<file path="src/core/scw_regs.vh">
// Purpose: Constants for the system control, wait and chip select block
// Assumes: 10 MHz system clock, 8-bit indirect register port
// Notes: Offsets, fields, reset values and counts live here, except the pointer reset of 00 in the core
//
// How it works
// RQ1: Power-on holds reset low 25 to 75 ms
// RQ2: Power-on drive released when interval ends
// RQ3: External reset stretched to 16 clocks
// RQ4: Outside source holds reset at least 3 clocks
// RQ5: Misc bit 3 disables reset output drive (code gates only the stretch, not the power-on drive)
// RQ6: Zero to three memory waits in range
// RQ7: Optional extra wait on opcode fetch
// RQ8: Zero, two, four or six I/O waits
// RQ9: No I/O waits for on-chip peripherals
// RQ10: Optional vector wait in interrupt acknowledge
// RQ11: Daisy waits between fetch and I/O strobe
// RQ12: Return fetch extended when daisy is 4/6
// RQ13: External wait sampled after internal waits (code masks it during programmed waits and ORs it with chain waits)
// RQ14: Select low active at or below low boundary
// RQ15: Select high between low and high boundary
// RQ16: Select low enabled at F after power-up
// RQ17: Selects decode A15-A12 only, unqualified
// RQ18: Misc bit 4 bypasses clock divide-by-two
// RQ19: Misc bit 2 selects 32-bit CRC
// RQ20: Registers reached by pointer EE, data EF
// RQ21: Evaluation strap isolates core, floats bus
// RQ22: Evaluation: wait pin out, grant floated
// RQ23: Index 00 to 03 select four registers
// RQ24: On-chip I/O fully decoded from A7-A0
// RQ25: Internal waits complete, ORed with external
`ifndef SCW_REGS_VH
`define SCW_REGS_VH

`define SCW_PTR_ADDR 8'hEE
`define SCW_DATA_ADDR 8'hEF

`define SCW_IDX_WAIT 8'h00
`define SCW_IDX_MWAIT 8'h01
`define SCW_IDX_SEL 8'h02
`define SCW_IDX_MISC 8'h03

`define SCW_WAIT_RST 8'h00
`define SCW_MWAIT_RST 8'hF0
`define SCW_SEL_RST 8'h0F
`define SCW_MISC_RST 8'h01

`define SCW_WAIT_MEM_HI 7
`define SCW_WAIT_MEM_LO 6
`define SCW_WAIT_IO_HI 5
`define SCW_WAIT_IO_LO 4
`define SCW_WAIT_CHAIN_HI 3
`define SCW_WAIT_CHAIN_LO 2
`define SCW_WAIT_OPC_BIT 1
`define SCW_WAIT_VEC_BIT 0

`define SCW_MISC_DIV1_BIT 4
`define SCW_MISC_RSTDIS_BIT 3
`define SCW_MISC_CRC32_BIT 2
`define SCW_MISC_SELHI_EN_BIT 1
`define SCW_MISC_SELLO_EN_BIT 0

`define SCW_OP_PREFIX 8'hED
`define SCW_OP_RETURN 8'h4D

`define SCW_CLK_KHZ 10000
`define SCW_POR_MIN_MS 25
`define SCW_POR_MAX_MS 75
`define SCW_STRETCH_CLKS 16
`define SCW_EXT_RST_MIN_CLKS 3

`endif

</file>
<file path="src/core/scw_core.v">
// Purpose: Reset, wait state, chip select and option control
// Assumes: Bus strobes synchronous to i_clk_sys, active low
// Notes: Registers sit behind the EE/EF indirect port
`timescale 1ns/10ps
`default_nettype none
`include "scw_regs.vh"
module scw_core #(
  parameter POR_CYCLES = `SCW_POR_MIN_MS * `SCW_CLK_KHZ,
  parameter POR_W = 18
) (
  input wire i_clk_sys,
  input wire i_reset,
  input wire [15:0] i_addr,
  input wire [7:0] i_data,
  output reg [7:0] o_data,
  output wire o_data_oe,
  input wire i_mreq_n,
  input wire i_io_request_n,
  input wire i_rd_n,
  input wire i_wr_n,
  input wire i_opcode_fetch_n,
  input wire i_wait_n,
  output wire o_wait_n,
  output wire o_wait_pin_out,
  output wire o_wait_pin_oe,
  input wire i_reset_pin_n,
  output wire o_reset_pin_out,
  output wire o_reset_pin_oe,
  output wire o_system_reset,
  output wire o_select_low_n,
  output wire o_select_high_n,
  input wire i_clock_external,
  output wire o_generator_bypass,
  output wire o_crc32_sel_a,
  input wire i_evaluation_input,
  output wire o_core_isolate,
  output wire o_bus_oe,
  input wire i_bus_grant_core_n,
  output wire o_bus_grant_n_out,
  output wire o_bus_grant_n_oe,
  output wire o_bus_request_n_oe
);

  ////////////////////////////////////////////////////////////
  // Registers and strobe history
  reg [7:0] sysctl_pointer;
  reg [7:0] wait_state_control;
  reg [7:0] memory_wait_limit;
  reg [7:0] select_boundary;
  reg [7:0] misc_option_control;
  reg mreq_q;
  reg io_request_n_q;
  reg rd_q;
  reg wr_q;
  reg pin_q;
  reg prev_prefix;
  reg interrupt_return_check;
  reg ev_mode;
  reg ev_taken;
  reg [POR_W-1:0] por_cnt;
  reg [4:0] stretch_cnt;

  wire m1;
  wire [3:0] hi4;
  wire mem_start;
  wire io_start;
  wire io_sel_ptr;
  wire io_sel_data;
  wire io_sel;
  wire wr_fall;
  wire onchip;
  wire in_mwait;
  wire [1:0] mem_w;
  wire [1:0] io_w;
  wire [1:0] chain_w;
  wire opc_en;
  wire vec_en;
  wire por_active;
  wire stretch_active;
  wire ext_fall;
  wire prog_busy;
  wire chain_busy;
  wire int_wait;

  assign m1 = ~i_opcode_fetch_n;
  assign hi4 = i_addr[15:12];
  assign mem_start = mreq_q & ~i_mreq_n;
  assign io_start = io_request_n_q & ~i_io_request_n;
  assign mem_w = wait_state_control[`SCW_WAIT_MEM_HI:`SCW_WAIT_MEM_LO];
  assign io_w = wait_state_control[`SCW_WAIT_IO_HI:`SCW_WAIT_IO_LO];
  assign chain_w = wait_state_control[`SCW_WAIT_CHAIN_HI:`SCW_WAIT_CHAIN_LO];
  assign opc_en = wait_state_control[`SCW_WAIT_OPC_BIT];
  assign vec_en = wait_state_control[`SCW_WAIT_VEC_BIT];

  ////////////////////////////////////////////////////////////
  // Full 8-bit decode of on-chip peripheral addresses
  function is_onchip;
    input [7:0] a;
    begin
      is_onchip = (a[7:2] == 6'b0001_00) || // RQ24
        (a[7:3] == 5'b0001_1) ||
        (a == 8'hEE) || (a == 8'hEF) ||
        (a == 8'hF0) || (a == 8'hF1) ||
        (a == 8'hF4);
    end
  endfunction

  assign onchip = is_onchip(i_addr[7:0]);

  ////////////////////////////////////////////////////////////
  // Indirect register port
  assign io_sel_ptr = (i_addr[7:0] == `SCW_PTR_ADDR); // RQ20
  assign io_sel_data = (i_addr[7:0] == `SCW_DATA_ADDR); // RQ20
  assign io_sel = (io_sel_ptr | io_sel_data) & ~i_io_request_n & i_opcode_fetch_n;
  assign wr_fall = wr_q & ~i_wr_n & io_sel;

  always @(posedge i_clk_sys) begin
    if (i_reset) begin
      sysctl_pointer <= 8'h00;
      wait_state_control <= `SCW_WAIT_RST;
      memory_wait_limit <= `SCW_MWAIT_RST;
      select_boundary <= `SCW_SEL_RST; // RQ16
      misc_option_control <= `SCW_MISC_RST; // RQ16
    end else if (wr_fall) begin
      if (io_sel_ptr) begin
        sysctl_pointer <= i_data;
      end else if (sysctl_pointer == `SCW_IDX_WAIT) begin
        wait_state_control <= i_data; // RQ23
      end else if (sysctl_pointer == `SCW_IDX_MWAIT) begin
        memory_wait_limit <= i_data; // RQ23
      end else if (sysctl_pointer == `SCW_IDX_SEL) begin
        select_boundary <= i_data; // RQ23
      end else if (sysctl_pointer == `SCW_IDX_MISC) begin
        misc_option_control <= i_data; // RQ23
      end
    end
  end

  // Read data is registered; an unknown index reads as zero
  always @(posedge i_clk_sys) begin
    if (i_reset) begin
      o_data <= 8'h00;
    end else if (io_sel_ptr) begin
      o_data <= sysctl_pointer;
    end else if (sysctl_pointer == `SCW_IDX_WAIT) begin
      o_data <= wait_state_control;
    end else if (sysctl_pointer == `SCW_IDX_MWAIT) begin
      o_data <= memory_wait_limit;
    end else if (sysctl_pointer == `SCW_IDX_SEL) begin
      o_data <= select_boundary;
    end else if (sysctl_pointer == `SCW_IDX_MISC) begin
      o_data <= misc_option_control;
    end else begin
      o_data <= 8'h00;
    end
  end

  assign o_data_oe = io_sel & ~i_rd_n & ~rd_q;

  ////////////////////////////////////////////////////////////
  // Strobe history
  always @(posedge i_clk_sys) begin
    if (i_reset) begin
      mreq_q <= 1'b1;
      io_request_n_q <= 1'b1;
      rd_q <= 1'b1;
      wr_q <= 1'b1;
      pin_q <= 1'b1;
    end else begin
      mreq_q <= i_mreq_n;
      io_request_n_q <= i_io_request_n;
      rd_q <= i_rd_n;
      wr_q <= i_wr_n;
      pin_q <= i_reset_pin_n;
    end
  end

  ////////////////////////////////////////////////////////////
  // Wait state generation
  assign in_mwait = (hi4 >= memory_wait_limit[3:0]) && (hi4 <= memory_wait_limit[7:4]);

  reg prog_load;
  reg [2:0] prog_value;
  reg chain_load;
  reg [2:0] chain_value;

  always @* begin
    prog_load = 1'b0;
    prog_value = 3'd0;
    chain_load = 1'b0;
    chain_value = 3'd0;
    if (mem_start) begin
      prog_load = 1'b1;
      if (in_mwait) begin
        prog_value = {1'b0, mem_w} + {2'b00, m1 & opc_en}; // RQ6 RQ7
      end
      if (m1 && prev_prefix && chain_w[1]) begin
        chain_load = 1'b1; // RQ12
        chain_value = chain_w[0] ? 3'd4 : 3'd2; // RQ12
      end
    end else if (io_start && !m1) begin
      prog_load = 1'b1;
      prog_value = onchip ? 3'd0 : {io_w, 1'b0}; // RQ8 RQ9
    end else if (io_start && m1) begin
      chain_load = 1'b1;
      chain_value = {chain_w, 1'b0} + {2'b00, vec_en}; // RQ10 RQ11
    end
  end

  // Return opcode check: a non-return byte keeps only one wait
  always @(posedge i_clk_sys) begin
    if (i_reset) begin
      prev_prefix <= 1'b0;
      interrupt_return_check <= 1'b0;
    end else begin
      interrupt_return_check <= chain_load & mem_start;
      // Strobes all rise together, so keep the last byte seen during the fetch
      if (m1 && !i_rd_n && !i_mreq_n) begin
        prev_prefix <= (i_data == `SCW_OP_PREFIX); // RQ12
      end
    end
  end

  scw_wait_count #(
    .W(3)
  ) u_prog_wait (
    .i_clk_sys(i_clk_sys),
    .i_reset(i_reset),
    .i_load(prog_load),
    .i_value(prog_value),
    .i_clear(1'b0),
    .o_busy(prog_busy)
  );

  scw_wait_count #(
    .W(3)
  ) u_chain_wait (
    .i_clk_sys(i_clk_sys),
    .i_reset(i_reset),
    .i_load(chain_load),
    .i_value(chain_value),
    .i_clear(interrupt_return_check & (i_data != `SCW_OP_RETURN)), // RQ12
    .o_busy(chain_busy)
  );

  // Start cycle counts as wait too, so no edge slips past
  assign int_wait = prog_busy | chain_busy | prog_load | chain_load; // RQ25

  // External wait is ignored while programmed waits run,
  // except during chain waits where it is simply ORed
  assign o_wait_n = ~(int_wait | (~i_wait_n & ~ev_mode & (~(prog_busy | prog_load)))); // RQ13 RQ25

  assign o_wait_pin_oe = ev_mode; // RQ22
  assign o_wait_pin_out = ~int_wait; // RQ22

  ////////////////////////////////////////////////////////////
  // Chip selects, unqualified by strobes
  assign o_select_low_n = ~(misc_option_control[`SCW_MISC_SELLO_EN_BIT] &
    (hi4 <= select_boundary[3:0])); // RQ14 RQ17
  assign o_select_high_n = ~(misc_option_control[`SCW_MISC_SELHI_EN_BIT] &
    (hi4 <= select_boundary[7:4]) & (hi4 > select_boundary[3:0])); // RQ15 RQ17

  ////////////////////////////////////////////////////////////
  // Option outputs
  assign o_generator_bypass = misc_option_control[`SCW_MISC_DIV1_BIT] & ~i_clock_external; // RQ18
  assign o_crc32_sel_a = misc_option_control[`SCW_MISC_CRC32_BIT]; // RQ19

  ////////////////////////////////////////////////////////////
  // Power-on and stretched reset; pin is open drain low only
  assign por_active = (por_cnt != {POR_W{1'b0}});
  assign stretch_active = (stretch_cnt != 5'd0);
  assign ext_fall = pin_q & ~i_reset_pin_n & ~o_reset_pin_oe;

  always @(posedge i_clk_sys) begin
    if (i_reset) begin
      por_cnt <= POR_CYCLES[POR_W-1:0]; // RQ1
    end else if (por_active) begin
      por_cnt <= por_cnt - {{(POR_W-1){1'b0}}, 1'b1}; // RQ2
    end
  end

  // Outside pulses that span no rising clock edge may be missed
  always @(posedge i_clk_sys) begin
    if (i_reset || por_active) begin
      stretch_cnt <= 5'd0;
    end else if (ext_fall && !misc_option_control[`SCW_MISC_RSTDIS_BIT]) begin
      stretch_cnt <= 5'd`SCW_STRETCH_CLKS; // RQ3 RQ5
    end else if (stretch_active) begin
      stretch_cnt <= stretch_cnt - 5'd1; // RQ3
    end
  end

  assign o_reset_pin_out = 1'b0;
  assign o_reset_pin_oe = por_active | stretch_active; // RQ2 RQ5
  assign o_system_reset = i_reset | ~i_reset_pin_n | por_active; // RQ4

  ////////////////////////////////////////////////////////////
  // Evaluation strap, caught once after reset release
  always @(posedge i_clk_sys) begin
    if (i_reset) begin
      ev_mode <= 1'b0;
      ev_taken <= 1'b0;
    end else if (!ev_taken) begin
      ev_mode <= i_evaluation_input; // RQ21
      ev_taken <= 1'b1;
    end
  end

  assign o_core_isolate = ev_mode; // RQ21
  assign o_bus_oe = ~ev_mode; // RQ21
  assign o_bus_request_n_oe = 1'b0;
  assign o_bus_grant_n_out = i_bus_grant_core_n;
  assign o_bus_grant_n_oe = ~ev_mode; // RQ22
endmodule // scw_core
`default_nettype wire

</file>
<file path="src/core/scw_wait_count.v">
// Purpose: Loadable down counter holding off a bus cycle
// Assumes: Load and clear are single-cycle strobes
// Notes: Busy stays high while any wait remains
`timescale 1ns/10ps
`default_nettype none
module scw_wait_count #(
  parameter W = 3
) (
  input wire i_clk_sys,
  input wire i_reset,
  input wire i_load,
  input wire [W-1:0] i_value,
  input wire i_clear,
  output wire o_busy
);
  reg [W-1:0] count;

  always @(posedge i_clk_sys) begin
    if (i_reset) begin
      count <= {W{1'b0}};
    end else if (i_load) begin
      count <= i_value;
    end else if (i_clear) begin
      count <= {W{1'b0}};
    end else if (count != {W{1'b0}}) begin
      count <= count - {{(W-1){1'b0}}, 1'b1};
    end
  end

  assign o_busy = (count != {W{1'b0}});
endmodule // scw_wait_count
`default_nettype wire

</file>
<file path="config.mk">
export PLATFORM = sky130hd
export DESIGN_NAME = scw_core
export DESIGN_NICKNAME = d
export VERILOG_FILES = /design/src/core/scw_core.v /design/src/core/scw_wait_count.v
export VERILOG_INCLUDE_DIRS = /design/src /design/src/core
export SDC_FILE = /design/constraint.sdc
export NUM_CORES = 1
export LEC_CHECK = 0
export ABC_AREA = 1
export CORE_ASPECT_RATIO = 0.8
export CORE_MARGIN = 2
export CORE_UTILIZATION = 45
export CTS_CLUSTER_SIZE = 20
export DETAILED_ROUTE_END_ITERATION = 10
export DONT_BUFFER_PORTS = 1
export GPL_TIMING_DRIVEN = 1
export PLACE_DENSITY_LB_ADDON = 0.15
export SKIP_CTS_REPAIR_TIMING = 1
export SLEW_MARGIN = 20
export SYNTH_ARGS = -nofsm -noshare
export SYNTH_HDL_FRONTEND = slang
export SYNTH_SLANG_ARGS = --single-unit
</file>
<file path="constraint.sdc">
create_clock -name i_clk_sys -period 1.88 [get_ports i_clk_sys]
set_input_delay 0.188 -clock i_clk_sys [delete_from_list [all_inputs] [get_ports i_clk_sys]]
set_output_delay 0.188 -clock i_clk_sys [all_outputs]
set_load 0.1 [all_outputs]
</file>
==> results of run 1 <==
[cells in the mapped netlist]
cell        n
xor2_1     10
buf_1       1
a32oi_1     2
nand3_4     1
conb_1      1
nand2_1   156
o21ai_0    25
nor2_2      7
inv_2       9
clkinv_1    1
nand3b_2    1
nand3_2     5
ha_1       26
buf_6       4
a31oi_1     3
o21bai_1    2
nand4_1     9
o211ai_1    1
nand2_2     4
xnor2_1     7
buf_4       6
nor3_1      8
nor2_8      1
inv_1      86
nor3b_1     1
nand3b_1    2
or2_2       2
o21ai_1     6
a21oi_1    19
dfxtp_1    86
clkbuf_1    6
a211oi_1    1
nand2b_1    1
nand3_1    76
nor2_1    128
nor3_4      2
buf_2       4
and2_1      1
nor2_4      7
[sequential cells by signal, summed over array words and instances, names as in the netlist]
name / flops
mreq_q: 1
rd_q: 1
sysctl_pointer: 8
o_data: 8
wr_q: 1
interrupt_return_check: 1
io_request_n_q: 1
select_boundary: 8
u_chain_wait.count: 3
u_prog_wait.count: 3
por_cnt: 18
stretch_cnt: 5
o_core_isolate: 1
prev_prefix: 1
wait_state_control: 8
pin_q: 1
ev_taken: 1
memory_wait_limit: 8
misc_option_control: 8
[final cells by class]
cell class,instances,area share
clock buffers,13,0.0428
well taps,140,0.0300
clock inverters,2,0.00171
flip-flops and latches,86,0.297
repair buffers,50,0.0824
multi-input cells,516,0.484
inverters,96,0.0623
[worst reg2reg max path: stages (launching register included)]
cell     delay [ns]
dfxtp_1        0.34
nor2_1         0.18
nand2_1        0.17
nor3_4         0.29
nand3_2        0.28
nor2_1         0.18
nor2_1         0.06
[power groups by stage]
stage,Combinational [W],Clock [W],Sequential (W)
finish,0.000789,0.00160,0.00194
global route,0.000885,0.00172,0.00195
CTS,0.000722,0.00165,0.00193
detailed placement,0.000717,0,0.00197
global placement,0.000695,0,0.00197
floorplan,0.000566,0,0.00197
[through the flow]
step | utilization | power, W | area [µm²]
5_1_grt | 0.562 | 0.00455 | 5850
3_5_place_dp | 0.502 | 0.00269 | 5220
3_3_place_gp | 0.502 | 0.00266 | 5220
2_1_floorplan | - | 0.00254 | 4910
4_1_cts | 0.527 | 0.00430 | 5480
6_report | 0.562 | 0.00433 | 5850
[routing by layer]
layer  vias to the layer above  global-route usage
met2                       121               0.340
li1                       2349                   -
met4                         0              0.0725
met5                         -                   0
met3                        19              0.0493
met1                      2157               0.297
[logic make-up (layout without fill, tap and decap cells)]
kind of cell,Yosys count,in the layout,share of synthesized area
other,1,2,0.000768
XOR/XNOR,17,17,0.0305
adder cells (fa/ha/maj),26,26,0.0666
buffers and inverters,117,161,0.102
AND/OR/NAND/NOR,412,412,0.383
AO/OA/AOI/OAI,59,59,0.0648
flip-flops,86,86,0.353
[final timing paths]
kind / start / endpoint / slack (ns) / cells after the start
hold / removal: i_data[6] / select_boundary[6] / -0.009 / 2
hold reg to reg: ev_taken / o_core_isolate / 0.41 / 1
setup reg to reg: sysctl_pointer[2] / select_boundary[7] / 0.28 / 6
setup / recovery: por_cnt[7] / o_system_reset / -0.07 / 9
==> qor.csv, run 1 <==
metric,value,unit
synth_top_cell_by_area,dfxtp_1,
yosys_warnings,0,
setup_viol,3,
violations,"hold timing, setup timing",
crit_arrival,1.76,ns
crit_type,flip-flop to output pin,
netlist_area,4880,µm²
cp_slowest_stage_delay,0.36,ns
die_area,11700,µm²
vias,4646,
worst_slack,-0.0675,ns
cts_made_buffers,9,
cp_num_buf_inv,2,
rsz0062_at_grt,true,
min_period_over_period,1.04,
ys_ff_latch,86,
min_path_type,primary input to flip-flop,
layout_min_cycle_time,1.95,ns
dp_slack,0.226,ns
first_pass_iters,5,
path_cells,"nor2_4, nand2_2, nor2_4, nand2_2, nor2_4, inv_2, nor2_4, nand2_2, buf_12",
gp_congestion,0.907,
p_switching,0.00123,W
cts.path.max_buffers,2,
start_util,0.469,
cts.sinks,86,
cp.required,1.69,ns
drive_gt1_frac,0.174,
antenna_cells,0,
io_pins,60,
worst_slew_margin_rel,0.430,
die_y,97.2,µm
ff_latch_area,1740,µm²
hpwl,9220,µm
fp.dieW,120,µm
drt-met1-wl,5910,µm
switching_share,0.284,
synthCells,718,
worst_hold_slack,-0.00853,ns
synth_top_area_frac,0.353,
maxUsedRoutingLayer,met4,
status,finished with violations,
path_delay_family,simple AND/OR/NAND/NOR gates,
skew,0.00685,ns
final_cells,903,
dp.cells,867,
clk_latency,0.33,ns
fillCellCount,999,
multiInputGateArea,2830,µm²
grt_pass1_wl,20500,µm
clkPwrFrac,0.369,
mostFrequentLayoutCells,"nand2_1 (148), nor2_1 (115), inv_1 (82), dfxtp_1 (77), nand3_1 (75)",
slowest_stage,dfxtp_4,
wl_met3,712,µm
routed_wirelength,12600,µm
num_rows,33,
cts_root_buffer,clkbuf_16,
cts_max_level,3,
grt_start_max_net_pins,37,
nets,821,
core,10400,µm²
path_clk_slew,0.06,ns
power_frac_comb,0.182,
p_per_area,740,nW/µm²
place.port_buffers,0,
synthToLayoutAreaGrowth,19.7,%
antenna_found_initial,0,
critPathMaxFanout,4,
viasPerCell,5.15,
avgSynthCellArea,6.80,µm²
start_kind,flip-flop,
overflow,0,
p_seq_frac,0.448,
ys_seq_area_frac,0.353,
wl_per_cell,13.9,µm
max_slew.worst_pin.slew,0.852,ns
cp_common_cell,nor2_4,
hold_viol,11,
crit_path_end_kind,output pin,
ant_nets,0,
ir_drop,0.000486,V
synth.distinct_cells,39,
cts_tree,done,
clock.fmax,513,MHz
fin_tns_setup,-0.127,ns
cap_violations,0,
final_common_cell,nand2_1,
remaining_drc_errors,0,
drt_iter0_markers,301,
synthTopCellsByArea,"dfxtp_1 (35%), nand2_1 (12%), nor2_1 (9.8%)",
first_global_vias,4426,
final_max_slew_viol_count,0,
grt_usage,0.218,
p_int,0.00310,W
leakage,2.82,nW
wl_met2,5690,µm
Note: power is estimated with default switching activity, not from simulation.
==> inputs of run 2 (changes only) <==
--- a/config.mk
+++ b/config.mk
@@ -15,6 +15,7 @@
 export DONT_BUFFER_PORTS = 1
 export GPL_TIMING_DRIVEN = 1
 export PLACE_DENSITY_LB_ADDON = 0.15
+export REMOVE_ABC_BUFFERS = 1
 export SKIP_CTS_REPAIR_TIMING = 1
 export SLEW_MARGIN = 20
 export SYNTH_ARGS = -nofsm -noshare
==> run 2 against run 1 <==
Effect of this change:
- the run still ends with hold timing, setup timing left
- worst hold slack got worse by 0.084 ns
- final area rose by 1.1%
- clock power rose by 22%
- sequential power barely moved
- critical endpoint unchanged
- highest routed layer unchanged
==> qor.csv, run 2 (synthesis gave the netlist of run 1 again) <==
metric,value,unit,change
status,finished with violations,,
violations,"hold timing, setup timing",,
r2r_cells,9,,+3
remaining_drc_errors,0,,unchanged
synthToLayoutAreaGrowth,21.1,%,
cp_slowest_stage_delay,0.33,ns,-0.03 ns
routed_wirelength,12500,µm,-0.18%
grt_pass1_wl,20000,µm,-2.3%
cp.required,1.69,ns,about the same
fp.dieW,120,µm,unchanged
wl_per_cell,13.9,µm,-0.18%
drt_iter0_markers,204,,-32%
fillCellCount,1019,,+2.0%
first_pass_iters,4,,-1
min_path_type,primary input to flip-flop,,
mostFrequentLayoutCells,"nand2_1 (147), nor2_1 (115), dfxtp_1 (80), inv_1 (77), nand3_1 (75)",,
grt_start_max_net_pins,22,,-41%
worst_hold_slack,-0.0928,ns,-0.0842 ns
start_kind,flip-flop,,
r2r-end,memory_wait_limit[1],,
cts_tree,done,,
worst_slack,-0.0545,ns,+0.0130 ns
first_global_vias,4282,,-3.3%
max_slew.worst_pin.slew,0.546,ns,-0.305 ns
cts_made_buffers,9,,unchanged
cp-endpoint,o_system_reset,,
fin_tns_setup,-0.0819,ns,+0.0447 ns
cts_max_level,3,,unchanged
power_frac_comb,0.171,,-0.011
max_flop_register,por_cnt,,
viasPerCell,5.05,,-1.9%
ir_drop,0.000519,V,+6.9%
cts.sinks,86,,unchanged
critPathMaxFanout,4,,unchanged
path_clk_slew,0.06,ns,about the same
drive_gt1_frac,0.180,,+0.00524
p_int,0.00340,W,+9.9%
nets,821,,unchanged
setup_viol,2,,-1
rsz0062_at_grt,true,,
path_cells,"nor2_2, nand2_2, nor2_4, nand2_2, nor2_4, inv_2, nor2_4, nand2_2, buf_12",,
final_util,0.568,,+0.00637
cts_root_buffer,clkbuf_16,,
p_switching,0.00128,W,+4.2%
clkPwrFrac,0.415,,+0.046
leakage,2.82,nW,+0.24%
clock.fmax,517,MHz,+0.67%
core,10400,µm²,unchanged
final_max_slew_viol_count,0,,unchanged
p_per_area,793,nW/µm²,+7.1%
gp_congestion,0.873,,-3.8%
worst_slew_margin_rel,0.639,,+0.208
switching_share,0.274,,-0.0107
slowest_stage,dfxtp_1,,
crit_type,flip-flop to output pin,,
ff2ff_setup_slack,0.26,ns,-0.02 ns
antenna_found_initial,0,,unchanged
r2r_start,sysctl_pointer[6],,
hold_viol,33,,+22
place.port_buffers,0,,unchanged
ant_nets,0,,unchanged
num_rows,33,,unchanged
skew,0.00646,ns,-0.000390 ns
final_common_cell,nand2_1,,
die_y,97.2,µm,unchanged
cap_violations,0,,unchanged
start_util,0.469,,unchanged
layout_min_cycle_time,1.93,ns,-0.0130 ns
min_period_over_period,1.03,,-0.00692
largest_register_ffs,18,,unchanged
cts.path.max_buffers,2,,unchanged
overflow,0,,unchanged
die_area,11700,µm²,unchanged
crit_arrival,1.75,ns,about the same
p_seq_frac,0.413,,-0.035
io_pins,60,,unchanged
critPathLaunch,por_cnt[4],,
hpwl,9020,µm,-2.2%
antenna_cells,0,,unchanged
crit_path_end_kind,output pin,,
grt_usage,0.212,,-0.00628
vias,4556,,-1.9%
clk_latency,0.34,ns,about the same
## run 2: worst max-delay path, delay by kind of cell, from the launching register on
family	cells	cell delay, ns
buffers and inverters	2	0.24
flip-flops	1	0.33
AND/OR/NAND/NOR	7	0.84
## run 2: routing by layer
metal / global-route usage / up-vias / part of all wire
li1: - / 2342 / -
met3: 0.0440 / 23 / 0.046
met5: 0 / - / 0
met2: 0.346 / 97 / 0.46
met1: 0.280 / 2094 / 0.47
met4: 0.0653 / 0 / 0.021
## run 2: power groups by stage
stage          clock network (W)  registers (W)  logic (W)
6_report                 0.00195        0.00194   0.000803
5_1_grt                  0.00205        0.00194   0.000887
4_1_cts                  0.00197        0.00193   0.000711
3_5_place_dp                   0        0.00197   0.000708
3_3_place_gp                   0        0.00197   0.000686
2_1_floorplan                  0        0.00198   0.000526
## run 2: through the flow
| step | worst slack, ns | instances | hold slack, ns | instance area (µm²) | total power [W] |
|---|---|---|---|---|---|
| 2_1_floorplan | -1.59 | 698 | 0.257 | 4750 | 0.00251 |
| 3_3_place_gp | 0.242 | 867 | 0.260 | 5220 | 0.00265 |
| 3_5_place_dp | 0.216 | 867 | 0.262 | 5220 | 0.00268 |
| 4_1_cts | -0.157 | 882 | -0.101 | 5540 | 0.00461 |
| 5_1_grt | -0.136 | 903 | -0.101 | 5910 | 0.00489 |
| 6_report | -0.0545 | 903 | -0.0928 | 5910 | 0.00469 |
## run 2: final cells by class
cell class | count | area, µm² | share of cell area
Tap cell | 140 | 175 | 0.0296
Clock inverter | 4 | 70.1 | 0.0119
Clock buffer | 11 | 253 | 0.0428
Inverter | 96 | 360 | 0.0610
Sequential cell | 86 | 1730 | 0.292
Multi-Input combinational cell | 516 | 2830 | 0.478
Timing Repair Buffer | 50 | 497 | 0.0840
## run 2: worst min-delay path by stage
stage,start,end,slack (ns),depth (start not counted)
final,i_reset,por_cnt[0],-0.09,1
after global routing,i_reset,por_cnt[13],-0.10,1
after CTS,i_reset,por_cnt[0],-0.10,1
after detailed placement,i_reset,por_cnt[0],0.26,1
after global placement,i_reset,por_cnt[0],0.26,1
after floorplan,i_reset,o_data[0],0.26,1
